File: src/hdl/pio_params.svh
// Constants for the parallel I/O port block
`ifndef PIO_PARAMS_SVH
`define PIO_PARAMS_SVH

`define PIO_ADDR_PORT_A_DATA 16'h1000
`define PIO_ADDR_PARALLEL_IO_CONTROL 16'h1002
`define PIO_ADDR_PORT_C_DATA 16'h1003
`define PIO_ADDR_PORT_B_DATA 16'h1004
`define PIO_ADDR_PORT_C_STROBE_LATCH 16'h1005
`define PIO_ADDR_PORT_C_DIRECTION 16'h1007
`define PIO_ADDR_PORT_D_DATA 16'h1008
`define PIO_ADDR_PORT_D_DIRECTION 16'h1009
`define PIO_ADDR_PORT_E_INPUTS 16'h100A
`define PIO_ADDR_PULSE_ACCUM_CONTROL 16'h1026
`define PIO_ADDR_PORT_G_DATA 16'h1036
`define PIO_ADDR_PORT_G_DIRECTION 16'h1037

`define PIO_RST_BYTE 8'h00
`define PIO_RST_PCTL 8'h00
`define PIO_PA_IN_MASK 8'h07
`define PIO_PA_OUT_MASK 8'h70
`define PIO_PD_MASK 8'h3F
`define PIO_BIT_PIN3_DIR 3
`define PIO_BIT_PIN7_DIR 7
`define PIO_BIT_STAF 7
`define PIO_BIT_CWOM 5
`define PIO_BIT_EDGE_SEL 1
`define PIO_BIT_STBB_POL 0
`define PIO_BIT_SS 5
`define PIO_STBB_CYCLES 2'h2

`endif

File: src/hdl/pio_pkg.sv
// Types shared by the parallel I/O port block
package pio_pkg;
  typedef enum logic [1:0] {
    PIO_MODE_SINGLE,
    PIO_MODE_EXPANDED,
    PIO_MODE_BOOT,
    PIO_MODE_TEST
  } pio_mode_e;
  typedef logic [7:0] pio_byte_t;
endpackage : pio_pkg

File: src/hdl/pio_sync.sv
// Two-stage synchroniser bank for pin inputs
`timescale 1ns/1ps
module pio_sync #(
  parameter int W = 8
) (
  // Clock and reset
  input wire logic clk_i,
  input wire logic resetn_i,
  // Data
  input wire logic [W-1:0] d_i,
  output logic [W-1:0] q_o
);
  logic [W-1:0] meta_q;
  logic [W-1:0] sync_q;

  // First stage feeds only the second
  always_ff @(posedge clk_i)
  begin
    if (!resetn_i)
    begin
      meta_q <= '0;
      sync_q <= '0;
    end
    else
    begin
      meta_q <= d_i;
      sync_q <= meta_q;
    end
  end

  assign q_o = sync_q;
endmodule : pio_sync

File: src/hdl/pio_ports.sv
// Parallel I/O ports with register access, strobes and pin overrides
//
// Strobed register access was chosen for this implementation.
`timescale 1ns/1ps
`include "pio_params.svh"
module pio_ports
  import pio_pkg::*;
(
  // Clock and reset
  input wire logic clk_i,
  input wire logic resetn_i,
  // Register port
  input wire logic [15:0] addr_i,
  input wire logic [7:0] wdata_i,
  input wire logic wr_i,
  input wire logic rd_i,
  output logic [7:0] rdata_o,
  output logic ext_access_o,
  // Operating mode
  input wire pio_mode_e mode_i,
  // First port and timer overrides
  input wire logic [7:0] pa_in_i,
  output logic [7:0] pa_out_o,
  output logic [7:0] pa_oe_o,
  input wire logic [7:0] timer_oc_en_i,
  input wire logic [7:0] timer_oc_val_i,
  // Second port
  input wire logic [7:0] addr_hi_i,
  output logic [7:0] pb_out_o,
  output logic strobe_b_o,
  // Third port and strobe A
  input wire logic [7:0] pc_in_i,
  output logic [7:0] pc_out_o,
  output logic [7:0] pc_oe_o,
  input wire logic [7:0] ext_ad_i,
  input wire logic ext_ad_oe_i,
  input wire logic strobe_a_i,
  // Fourth port and serial overrides
  input wire logic [5:0] pd_in_i,
  output logic [5:0] pd_out_o,
  output logic [5:0] pd_oe_o,
  input wire logic [5:0] serial_en_i,
  input wire logic [5:0] serial_out_i,
  input wire logic [5:0] serial_oe_i,
  input wire logic spi_master_select_i,
  output logic mode_fault_en_o,
  // Fifth port
  input wire logic [7:0] pe_in_i,
  // Sixth port
  input wire logic [7:0] pg_in_i,
  output logic [7:0] pg_out_o,
  output logic [7:0] pg_oe_o
);

  // Output register where driven, pin level where input
  function automatic pio_byte_t read_mix(
    input pio_byte_t dir,
    input pio_byte_t drv,
    input pio_byte_t pin
  );
    read_mix = (dir & drv) | (~dir & pin);
  endfunction : read_mix

  // Registers
  pio_byte_t pa_q;
  pio_byte_t pb_q;
  pio_byte_t pc_q;
  pio_byte_t pc_dir_q;
  pio_byte_t pc_latch_q;
  pio_byte_t pctl_q;
  pio_byte_t pacc_q;
  pio_byte_t pg_q;
  pio_byte_t pg_dir_q;
  logic [5:0] pd_q;
  logic [5:0] pd_dir_q;
  logic staf_q;
  logic staf_armed_q;
  logic stba_prev_q;
  logic [1:0] stbb_cnt_q;
  pio_byte_t rdata_q;
  logic ext_q;

  // Synchronised pins
  logic stba_s;
  pio_byte_t pa_s;
  pio_byte_t pc_s;
  logic [5:0] pd_s;
  pio_byte_t pe_s;
  pio_byte_t pg_s;

  pio_sync #(
    .W(39)
  ) u_sync (
    .clk_i(clk_i),
    .resetn_i(resetn_i),
    .d_i({strobe_a_i, pa_in_i, pc_in_i, pd_in_i, pe_in_i, pg_in_i}),
    .q_o({stba_s, pa_s, pc_s, pd_s, pe_s, pg_s})
  );

  // Mode decode
  wire single_w = (mode_i == PIO_MODE_SINGLE) || (mode_i == PIO_MODE_BOOT);
  wire pc_ext_w = !single_w;

  // Write and read selects
  wire wr_pa_w = wr_i && (addr_i == `PIO_ADDR_PORT_A_DATA);
  wire wr_pctl_w = wr_i && (addr_i == `PIO_ADDR_PARALLEL_IO_CONTROL);
  wire acc_pc_w = (wr_i || rd_i) && (addr_i == `PIO_ADDR_PORT_C_DATA);
  wire wr_pc_w = wr_i && (addr_i == `PIO_ADDR_PORT_C_DATA) && single_w;
  wire wr_pb_w = wr_i && (addr_i == `PIO_ADDR_PORT_B_DATA);
  wire wr_pcl_w = wr_i && (addr_i == `PIO_ADDR_PORT_C_STROBE_LATCH);
  wire wr_pcd_w = wr_i && (addr_i == `PIO_ADDR_PORT_C_DIRECTION);
  wire wr_pd_w = wr_i && (addr_i == `PIO_ADDR_PORT_D_DATA);
  wire wr_pdd_w = wr_i && (addr_i == `PIO_ADDR_PORT_D_DIRECTION);
  wire wr_pacc_w = wr_i && (addr_i == `PIO_ADDR_PULSE_ACCUM_CONTROL);
  wire wr_pg_w = wr_i && (addr_i == `PIO_ADDR_PORT_G_DATA);
  wire wr_pgd_w = wr_i && (addr_i == `PIO_ADDR_PORT_G_DIRECTION);
  wire rd_pctl_w = rd_i && (addr_i == `PIO_ADDR_PARALLEL_IO_CONTROL);
  wire rd_pcl_w = rd_i && (addr_i == `PIO_ADDR_PORT_C_STROBE_LATCH);

  // Strobe A edge detection
  wire edge_sel_w = pctl_q[`PIO_BIT_EDGE_SEL];
  wire stba_rise_w = stba_s && !stba_prev_q;
  wire stba_fall_w = !stba_s && stba_prev_q;
  wire stba_edge_w = edge_sel_w ? stba_rise_w : stba_fall_w;

  // First port drive
  wire [7:0] pa_bidir_w = {pacc_q[`PIO_BIT_PIN7_DIR], 3'h0,
                           pacc_q[`PIO_BIT_PIN3_DIR], 3'h0};
  wire [7:0] pa_oc_w = timer_oc_en_i & ~`PIO_PA_IN_MASK;
  assign pa_oe_o = (`PIO_PA_OUT_MASK | pa_bidir_w | pa_oc_w)
                   & ~`PIO_PA_IN_MASK;
  assign pa_out_o = (pa_oc_w & timer_oc_val_i) | (~pa_oc_w & pa_q);

  // Second port: data or high address
  assign pb_out_o = single_w ? pb_q : addr_hi_i;
  wire stbb_active_w = (stbb_cnt_q != 2'h0);
  assign strobe_b_o = stbb_active_w ~^ pctl_q[`PIO_BIT_STBB_POL];

  // Third port: GPIO or multiplexed bus
  wire cwom_w = pctl_q[`PIO_BIT_CWOM];
  wire [7:0] pc_gp_oe_w = cwom_w ? (pc_dir_q & ~pc_q) : pc_dir_q;
  assign pc_out_o = pc_ext_w ? ext_ad_i : pc_q;
  assign pc_oe_o = pc_ext_w ? {8{ext_ad_oe_i}} : pc_gp_oe_w;

  // Fourth port: GPIO or serial functions
  wire ss_gpio_w = pd_dir_q[`PIO_BIT_SS] && spi_master_select_i;
  wire [5:0] pd_ser_w = serial_en_i
                        & ~{ss_gpio_w, 5'h00};
  assign pd_out_o = (pd_ser_w & serial_out_i) | (~pd_ser_w & pd_q);
  assign pd_oe_o = (pd_ser_w & serial_oe_i) | (~pd_ser_w & pd_dir_q);
  assign mode_fault_en_o = !ss_gpio_w;

  // Sixth port
  assign pg_out_o = pg_q;
  assign pg_oe_o = pg_dir_q;

  assign rdata_o = rdata_q;
  assign ext_access_o = ext_q;

  // Read data mux
  pio_byte_t rd_mux;
  always_comb
  begin
    rd_mux = 8'h00;
    if (addr_i == `PIO_ADDR_PORT_A_DATA)
      rd_mux = read_mix(pa_oe_o, pa_out_o, pa_s);
    else if (addr_i == `PIO_ADDR_PARALLEL_IO_CONTROL)
      rd_mux = {staf_q, pctl_q[6:0]};
    else if (addr_i == `PIO_ADDR_PORT_C_DATA && single_w)
      rd_mux = read_mix(pc_dir_q, pc_q, pc_s);
    else if (addr_i == `PIO_ADDR_PORT_B_DATA)
      rd_mux = pb_q;
    else if (addr_i == `PIO_ADDR_PORT_C_STROBE_LATCH)
      rd_mux = pc_latch_q;
    else if (addr_i == `PIO_ADDR_PORT_C_DIRECTION)
      rd_mux = pc_dir_q;
    else if (addr_i == `PIO_ADDR_PORT_D_DATA)
      rd_mux = read_mix({2'h0, pd_dir_q}, {2'h0, pd_q},
                        {2'h0, pd_s});
    else if (addr_i == `PIO_ADDR_PORT_D_DIRECTION)
      rd_mux = {2'h0, pd_dir_q};
    else if (addr_i == `PIO_ADDR_PORT_E_INPUTS)
      rd_mux = pe_s;
    else if (addr_i == `PIO_ADDR_PULSE_ACCUM_CONTROL)
      rd_mux = pacc_q;
    else if (addr_i == `PIO_ADDR_PORT_G_DATA)
      rd_mux = read_mix(pg_dir_q, pg_q, pg_s);
    else if (addr_i == `PIO_ADDR_PORT_G_DIRECTION)
      rd_mux = pg_dir_q;
  end

  // Bus answer, one cycle after the strobe
  always_ff @(posedge clk_i)
  begin
    if (!resetn_i)
    begin
      rdata_q <= 8'h00;
      ext_q <= 1'b0;
    end
    else
    begin
      rdata_q <= rd_i ? rd_mux : 8'h00;
      ext_q <= acc_pc_w && pc_ext_w;
    end
  end

  // Third port data and direction
  always_ff @(posedge clk_i)
  begin
    if (!resetn_i)
    begin
      pc_q <= `PIO_RST_BYTE;
      pc_dir_q <= `PIO_RST_BYTE;
    end
    else
    begin
      if (wr_pc_w || wr_pcl_w)
        pc_q <= wdata_i;
      if (wr_pcd_w)
        pc_dir_q <= wdata_i;
    end
  end

  // Strobe latch, written or captured on strobe A
  always_ff @(posedge clk_i)
  begin
    if (!resetn_i)
      pc_latch_q <= `PIO_RST_BYTE;
    else if (stba_edge_w)
      pc_latch_q <= pc_s;
    else if (wr_pcl_w)
      pc_latch_q <= wdata_i;
  end

  // Strobe A flag; a new edge wins over the clear
  always_ff @(posedge clk_i)
  begin
    if (!resetn_i)
    begin
      stba_prev_q <= 1'b0;
      staf_q <= 1'b0;
      staf_armed_q <= 1'b0;
    end
    else
    begin
      stba_prev_q <= stba_s;
      if (stba_edge_w)
        staf_q <= 1'b1;
      else if (staf_armed_q && rd_pcl_w)
        staf_q <= 1'b0;
      if (rd_pctl_w)
        staf_armed_q <= staf_q;
      else if (rd_pcl_w)
        staf_armed_q <= 1'b0;
    end
  end

  // Strobe B pulse counter
  always_ff @(posedge clk_i)
  begin
    if (!resetn_i)
      stbb_cnt_q <= 2'h0;
    else if (wr_pb_w && single_w)
      stbb_cnt_q <= `PIO_STBB_CYCLES;
    else if (stbb_active_w)
      stbb_cnt_q <= stbb_cnt_q - 2'h1;
  end

  // Remaining port registers
  always_ff @(posedge clk_i)
  begin
    if (!resetn_i)
    begin
      pa_q <= `PIO_RST_BYTE;
      pb_q <= `PIO_RST_BYTE;
      pctl_q <= `PIO_RST_PCTL;
      pacc_q <= `PIO_RST_BYTE;
      pd_q <= 6'h00;
      pd_dir_q <= 6'h00;
      pg_q <= `PIO_RST_BYTE;
      pg_dir_q <= `PIO_RST_BYTE;
    end
    else
    begin
      if (wr_pa_w)
        pa_q <= wdata_i;
      if (wr_pb_w)
        pb_q <= wdata_i;
      if (wr_pctl_w)
        pctl_q <= {1'b0, wdata_i[6:0]};
      if (wr_pacc_w)
        pacc_q <= wdata_i;
      if (wr_pd_w)
        pd_q <= wdata_i[5:0];
      if (wr_pdd_w)
        pd_dir_q <= wdata_i[5:0];
      if (wr_pg_w)
        pg_q <= wdata_i;
      if (wr_pgd_w)
        pg_dir_q <= wdata_i;
    end
  end
endmodule : pio_ports

File: config.mk
export PLATFORM = sky130hd
export DESIGN_NAME = pio_ports
export DESIGN_NICKNAME = d
export VERILOG_FILES = /design/src/hdl/pio_pkg.sv /design/src/hdl/pio_sync.sv /design/src/hdl/pio_ports.sv
export VERILOG_INCLUDE_DIRS = /design/src /design/src/hdl
export SDC_FILE = /design/constraint.sdc
export NUM_CORES = 1
export LEC_CHECK = 0
export CAP_MARGIN = 25
export CORE_UTILIZATION = 45
export CTS_CLUSTER_SIZE = 30
export DETAILED_ROUTE_END_ITERATION = 10
export DONT_BUFFER_PORTS = 1
export PLACE_DENSITY_LB_ADDON = 0.2
export SETUP_SLACK_MARGIN = 0.1
export SYNTH_ARGS = -nofsm -noshare
export SYNTH_HDL_FRONTEND = slang
export SYNTH_HIERARCHICAL = 1
export SYNTH_SLANG_ARGS = --single-unit
File: constraint.sdc
create_clock -name clk_i -period 5.3 [get_ports clk_i]
set_clock_uncertainty 0.05 [all_clocks]
set_input_delay 0.265 -clock clk_i [delete_from_list [all_inputs] [get_ports clk_i]]
set_output_delay 0.265 -clock clk_i [all_outputs]
set_load 0.03 [all_outputs]
======== After elaboration in Yosys (flattened, before gate mapping) ========
Index checks and enable logic that the tools add are counted.
W data, S select, Z words.
word-level totals
  logic and storage cells ................. 130
  register bits ........................... 175
  output and inout port bits .............. 79
operators by class
  mux-type cells .......................... 25
  add/subtract/negate cells ............... 1
  reduce and logical (&&, ||, !) cells .... 37
  equal/unequal tests ..................... 13
  bitwise operators ....................... 34
operator list
  cell                    number
  $eq A16 B13 Y1 const B  12
  $mux W8                 18
  $and A8 B8 Y8           9
  $not A8 Y8              5
  $or A8 B8 Y8            5
  $and A6 B6 Y6           6
  $logic_and A1 B1 Y1     22
  $not A6 Y6              2
  $or A6 B6 Y6            2
  $reduce_bool A2 Y1      5
  $and A8 B6 Y8           1
  $not A6 Y8              1
  $or A6 B8 Y8            1
  $mux W1                 5
  $logic_not A1 Y1        4
  $mux W2                 2
  $logic_or A1 B1 Y1      3
  $eq A2 B2 Y1 const B    1
  $logic_not A2 Y1        1
  $reduce_and A2 Y1       1
  $reduce_or A2 Y1        1
  $sub A2 B1 Y2 const B   1
  $not A1 Y1              1
  $xnor A1 B1 Y1          1

======== Logic depth before layout (Yosys ltp) ========
Gate-level depths: netlist of the first run.
  depth in word-level cells ............... 14
  gate-level depth with buffers ........... 8

======== Modules after synthesis ========
The synthesis of the first run kept the hierarchy.
by module, submodules not included
  module     area each (µm²)  cells each  times used
  pio_ports  5,749.3          659         1
  pio_sync   2,104.5          164         1

======== Least setup slack after synthesis of the first run ========
OpenSTA, ideal clock, no wires.
  kind .................................... input to register
  from .................................... input port addr_i[13]
  to ...................................... register pg_dir_q[4], in the netlist pg_oe_o[4]
  setup slack ............................. 3.293 ns
  data required time ...................... 5.133 ns
  setup time .............................. 0.117 ns
  stages on the path ...................... 7
  path buffers ............................ 1
  arrival time ............................ 1.840 ns
  path through ............................ nor4b_4 and3_2 nand2_4 or4_4 buf_6 mux2i_1 nor2b_1
on the way
  cells in the longest elaborated chain, start to end .. 2
RTL lines
  what                             line              source
  from (decl)                      pio_ports.sv:13   input wire logic [15:0] addr_i,
  $eq A16 B13 Y1 (no source line)  --
  $logic_and A1 B1 Y1              pio_ports.sv:116  wire wr_pgd_w = wr_i && (addr_i == `PIO_ADDR_PORT_G_DIRECTION);
  to (signal assigned)             pio_ports.sv:281  pg_dir_q <= `PIO_RST_BYTE;
  to (signal assigned)             pio_ports.sv:300  pg_dir_q <= wdata_i;
  to (decl)                        pio_ports.sv:73   pio_byte_t pg_dir_q;
Every way passes these cells.
A chain may end at the register's enable or synchronous reset.

======== Final worst setup path of the first run ========
  from .................................... input port addr_i[13]
  to ...................................... register rdata_q[4], in the netlist rdata_o[4]
on the way
  cells in the longest elaborated chain, start to end .. 13
RTL lines
  what                             line              source
  $eq A16 B13 Y1 (no source line)  --
  $mux W8                          pio_ports.sv:188  else if (addr_i == `PIO_ADDR_PORT_G_DIRECTION)
  $mux W8                          pio_ports.sv:186  else if (addr_i == `PIO_ADDR_PORT_G_DATA)
  $mux W8                          pio_ports.sv:184  else if (addr_i == `PIO_ADDR_PULSE_ACCUM_CONTROL)
  $mux W8                          pio_ports.sv:182  else if (addr_i == `PIO_ADDR_PORT_E_INPUTS)
  $mux W8                          pio_ports.sv:180  else if (addr_i == `PIO_ADDR_PORT_D_DIRECTION)
  $mux W8                          pio_ports.sv:177  else if (addr_i == `PIO_ADDR_PORT_D_DATA)
  $mux W8                          pio_ports.sv:175  else if (addr_i == `PIO_ADDR_PORT_C_DIRECTION)
  $mux W8                          pio_ports.sv:173  else if (addr_i == `PIO_ADDR_PORT_C_STROBE_LATCH)
  $mux W8                          pio_ports.sv:171  else if (addr_i == `PIO_ADDR_PORT_B_DATA)
  $mux W8                          pio_ports.sv:169  else if (addr_i == `PIO_ADDR_PORT_C_DATA && single_w)
  $mux W8                          pio_ports.sv:167  else if (addr_i == `PIO_ADDR_PARALLEL_IO_CONTROL)
  $mux W8 (*)                      pio_ports.sv:165  if (addr_i == `PIO_ADDR_PORT_A_DATA)
  to (signal assigned)             pio_ports.sv:202  rdata_q <= rd_i ? rd_mux : 8'h00;
  to (decl)                        pio_ports.sv:80   pio_byte_t rdata_q;
Every way passes the cells marked *; elsewhere a longest branch is shown, timed or not.

==> flow_summary.json, run 1 <==
{
  "run_status": "finished clean",
  "fp.dieH_um": 133,
  "cts-root-buf": "clkbuf_16",
  "port_buffers": 0,
  "synth_area_per_cell_um2": 9.49,
  "crit_arrival_ns": 2.69,
  "final_hold_viol_count": 0,
  "min_period_ns": 2.42,
  "nNetsFinal": 961,
  "end_kind": "flop",
  "die_w_um": 133,
  "power.density_nw_per_um2": 307,
  "postCtsSetupBuffers": 0,
  "drv_cap": 0,
  "cts_buffers": 17,
  "clkTransAtPathRegs_ns": 0.07,
  "cp.required_ns": 5.57,
  "rows": 47,
  "yosysWarnings": 6,
  "cts.htree.levels": 4,
  "cts_tree": "yes",
  "dieArea_um2": 17600,
  "antenna_found_initial": 0,
  "num_vias": 6206,
  "reg2reg_slack_ns": 3.22,
  "grt.overflow.total": 0,
  "via_per_inst": 5.78,
  "antenna_left": 0,
  "ir_drop_mv": 0.220,
  "initial_core_util_pct": 46.2,
  "drc": 0,
  "layout_common_cells": "dfxtp_1 (169), nand2_1 (93), and2_1 (76)",
  "dr.pass1.iters": 6,
  "globalplace.congestion": 0.923,
  "core_region_area_um2": 16600,
  "holdWs_ns": 0.00840,
  "final-setup-viol-count": 0,
  "grt_first_pass_wirelength_mm": 36.9,
  "setup-tns-final_ns": 0,
  "track_usage_pct": 28.1,
  "clockBufferDepth": 2,
  "worst_pin_slew_ns": 0.917,
  "critical_path.max_fanout": 13,
  "ios": 200,
  "routed_wl_mm": 24.3,
  "synth_area_um2": 7700,
  "worstSetupPathType": "in2reg",
  "rsz0062_at_grt": "no",
  "p_leak_nw": 3.28,
  "maxSlewHeadroom_pct": 38.4,
  "syn_to_final_growth_pct": 15.9,
  "period_share_pct": 45.7,
  "max_freq_mhz": 413,
  "start_kind": "input port",
  "grt_max_degree": 144,
  "insertion_delay_ns": 0.42,
  "grt_pass1_vias": 6025,
  "cts_num_sinks": 169,
  "wl_per_cell_um": 22.6,
  "hp-class": "in2reg",
  "drive_gt1_share_pct": 10.7,
  "finalMaxSlewViolations": 0,
  "hpwl_mm": 16.4,
  "synth_cells": 811,
  "layout_commonest_cell": "dfxtp_1",
  "first_iter_violations": 517
}
-- where the power goes --
group | leakage, nW | internal [mW] | switching, mW
combinational | 1.62 | 0.0895 | 0.124
sequential | 1.38 | 1.30 | 0.0106
clock | 0.283 | 0.704 | 0.514
total | 3.28 | 2.09 | 0.648
-- per-layer routing --
| metal | vias to the layer above | wire [µm] | share of wire, % | track usage [%] |
|---|---|---|---|---|
| li1 | 2876 | - | - | - |
| met1 | 2972 | 10800 | 44 | 37.8 |
| met2 | 322 | 11200 | 46 | 44.6 |
| met3 | 36 | 1780 | 7.3 | 5.63 |
| met4 | 0 | 574 | 2.4 | 10.6 |
| met5 | - | 0 | 0 | 0 |
-- registers in the layout (all words and copies together) (netlist names), 8 cells and up --
signal	count
u_sync/q_o	36
pc_dir_q	8
pc_latch_q	8
rdata_o	8
pc_q	8
pb_q	8
pg_oe_o	8
u_sync/meta_q	36
pacc_q	8
pa_q	8
pg_out_o	8
-- critical path: stages --
cell       delay (ns)
nor4b_4          0.46
nand3_1          0.53
a2111oi_0        0.56
a21bo_2          0.29
a221o_1          0.34
a21oi_1          0.25
-- timing repair --
action                                  CTS  global route
endpoints found under the setup margin    0             0
hold buffers                             63             0
gates resized for setup                   0             0
endpoints found under the hold margin   159             0
-- final cells by class --
| class | instances | area [µm²] |
|---|---|---|
| fill | 1501 | 7720 |
| multi-input combinational | 579 | 3990 |
| sequential | 169 | 3380 |
| timing repair buffer | 64 | 656 |
| clock buffer | 20 | 437 |
| tap | 220 | 275 |
| clock inverter | 12 | 140 |
| inverter | 9 | 33.8 |
| antenna | 1 | 2.50 |
-- worst paths after layout --
| kind | from | endpoint | depth (start not counted) |
|---|---|---|---|
| worst max-delay path | addr_i[13] | rdata_o[4] | 6 |
| worst min register to register | u_sync/meta_q[38] | u_sync/q_o[38] | 1 |
| worst min-delay path | wdata_i[1] | pg_out_o[1] | 2 |
| worst max register to register | pd_dir_q[4] | rdata_o[4] | 5 |
-- per-stage QoR --
step | util, % | power, mW | instance area [µm²] | worst slack (ns) | instances
floorplan | - | 1.49 | 7710 | 3.29 | 815
global placement | 46.2 | 1.48 | 7690 | 2.60 | 978
detailed placement | 46.2 | 1.48 | 7690 | 2.53 | 978
CTS | 53.6 | 2.76 | 8920 | 2.96 | 1073
global route | 53.6 | 2.83 | 8920 | 2.83 | 1073
finish | 53.6 | 2.74 | 8920 | 2.88 | 1074
(Power assumes the default switching activity.)
==> run 2, diff against run 1 <==
- ABC_AREA: unset -> 1
- clock period: 5.3 -> 2.1 ns (I/O delays scaled with it)
==> run 2 against run 1 <==
  * Synthesized area is 1.5% lower
  * Synthesized cell count up 31%
  * Worst setup slack lost 2.7 ns
  * Clock power rose to 2.7 times the previous value
  * Global-route usage shrank 3.5 points
  * Clock-buffer cell count shrank 2
  * Utilization is 4.6 points higher
  * Via count up 14%
  * Sequential cell count stayed put
  * Die area down 1.5%
  * First-iteration DRC count is 25% higher
  * Cell count increased by 32%
  * Critical path type unchanged
==> flow_summary.json, run 2 <==
{
  "port_buffers": 0,
  "ir_drop_mv": 0.598,
  "period_share_pct": 89.6,
  "worstSetupPathType": "in2reg",
  "min_period_ns": 1.88,
  "antenna_cells": 0,
  "gr-usage-met3_pct": 5.04,
  "end_kind": "flop",
  "worst_pin_slew_ns": 0.651,
  "cp-endpoint": "rdata_o[5]",
  "crit_arrival_ns": 2.13,
  "crit_chain": "dlygate4sd3_1, nor2_4, nand3_1, nor2_2, a31oi_1, nand2_1, nand2_1, nand2_1, nand2_1, nand2_1, nand2_1, nand2_1, a21oi_1",
  "cts_num_sinks": 169,
  "core_region_area_um2": 16500,
  "startpoint": "addr_i[2]",
  "layout_commonest_cell": "nand2_1",
  "rsz0062_at_grt": "yes",
  "num_vias": 7080,
  "max_freq_mhz": 532,
  "dpl-instance-area_um2": 8100,
  "antenna_left": 0,
  "via_per_inst": 4.98,
  "finalMaxSlewViolations": 0,
  "nFillCells": 1517,
  "met1_usage_pct": 34.6,
  "dr.pass1.iters": 5,
  "layout_common_cells": "nand2_1 (235), inv_1 (179), dfxtp_1 (169)",
  "r2r-end": "rdata_o[4]",
  "hpwl_mm": 14.3,
  "cts.htree.levels": 4,
  "cts_tree": "yes",
  "critPathTopFamily": "simple AND/OR/NAND/NOR gates",
  "run_status": "finished clean",
  "routed_wl_mm": 21.3,
  "drc": 0,
  "track_usage_pct": 24.7,
  "dieArea_um2": 17400,
  "rows": 47,
  "cp.required_ns": 2.35,
  "worstHoldStart": "addr_i[3]",
  "drive_gt1_share_pct": 12.4,
  "power.density_nw_per_um2": 746,
  "antenna_found_initial": 0,
  "setup-tns-final_ns": 0,
  "final_hold_viol_count": 0,
  "cpMaxStageDelayCell": "dlygate4sd3_1",
  "maxSlewHeadroom_pct": 56.4,
  "top_usage_layer": "met2",
  "grt_pass1_vias": 6410,
  "die_w_um": 132,
  "cts_buffers": 17,
  "fp.dieH_um": 132,
  "p_leak_nw": 4.41,
  "yosysWarnings": 6,
  "cts-root-buf": "clkbuf_16",
  "drv_cap": 0,
  "clkTransAtPathRegs_ns": 0.06,
  "synth_area_um2": 7580,
  "globalplace.congestion": 0.855,
  "crit_buf_inv": 1,
  "cpMostUsedCell": "nand2_1",
  "grt_first_pass_wirelength_mm": 33.4,
  "grt.overflow.total": 0,
  "reg2reg_slack_ns": 0.48,
  "hold_depth": 5,
  "initial_core_util_pct": 45.9,
  "first_iter_violations": 645,
  "synth_area_per_cell_um2": 7.16,
  "postCtsSetupBuffers": 0,
  "wl_per_cell_um": 15.0,
  "start_kind": "input port",
  "worst-path-stages": 13,
  "nNetsFinal": 1310,
  "reg2reg_from": "pg_oe_o[4]",
  "hp-class": "in2reg",
  "critical_path.max_fanout": 6,
  "synth_cells": 1059,
  "clockBufferDepth": 2,
  "met2_usage_pct": 38.1,
  "final-setup-viol-count": 0,
  "grt_max_degree": 118,
  "ios": 200,
  "r2r_cells": 12,
  "syn_to_final_growth_pct": 27.0,
  "stdcell_area_um2": 9620,
  "slowest_delay_ns": 0.59,
  "insertion_delay_ns": 0.43
}
==> run 2: area by class of cell <==
class	count	area (µm²)	share of cell area [%]
Sequential cell	169	3380	35.2
Multi-Input combinational cell	651	3200	33.3
Timing Repair Buffer	157	1410	14.7
Inverter	193	724	7.53
Clock buffer	18	429	4.46
Tap cell	220	275	2.86
Clock inverter	13	193	2.00
==> run 2: tightest hold or removal path, stage by stage <==
cell and delay [ns]:
inv_2 0.04, nand3_2 0.12, nor2_4 0.07, nand2_1 0.06
a21oi_1 0.05
==> run 2: repair_timing <==
item                       CTS  global route
resized for setup            0             5
hold endpoints to repair   164             0
setup endpoints to repair    0             4
hold buffers                86             0
==> run 2: how the worst min path moves through the flow <==
| stage | end |
|---|---|
| after floorplan | u_sync/meta_q[37] |
| after global placement | u_sync/meta_q[0] |
| after detailed placement | u_sync/meta_q[37] |
| after CTS | rdata_o[5] |
| after global routing | rdata_o[5] |
| final | rdata_o[5] |
==> run 2: metrics by stage <==
step | setup WS, ns | power [mW] | cells | hold slack, ns | util, %
2_1_floorplan | 0.472 | 3.69 | 1063 | 0.148 | -
3_3_place_gp | 0.150 | 3.76 | 1304 | 0.155 | 49.0
3_5_place_dp | 0.109 | 3.76 | 1304 | 0.154 | 49.0
4_1_cts | 0.152 | 7.21 | 1421 | 0.00343 | 58.1
5_1_grt | 0.0351 | 7.41 | 1421 | 0.0393 | 58.2
6_report | 0.219 | 7.18 | 1421 | 0.0168 | 58.2
==> run 2: report_power, final <==
part	internal, mW	switching [mW]	total (mW)
Sequential	3.28	0.0283	3.30
Combinational	0.233	0.341	0.574
Clock	2.00	1.30	3.30
Total	5.51	1.67	7.18
==> run 2: layer usage <==
metal  part of all wire [%]  wire [µm]
met1                     47      10100
met4                    1.5        322
met2                     44       9450
met5                      0          0
met3                    6.8       1440
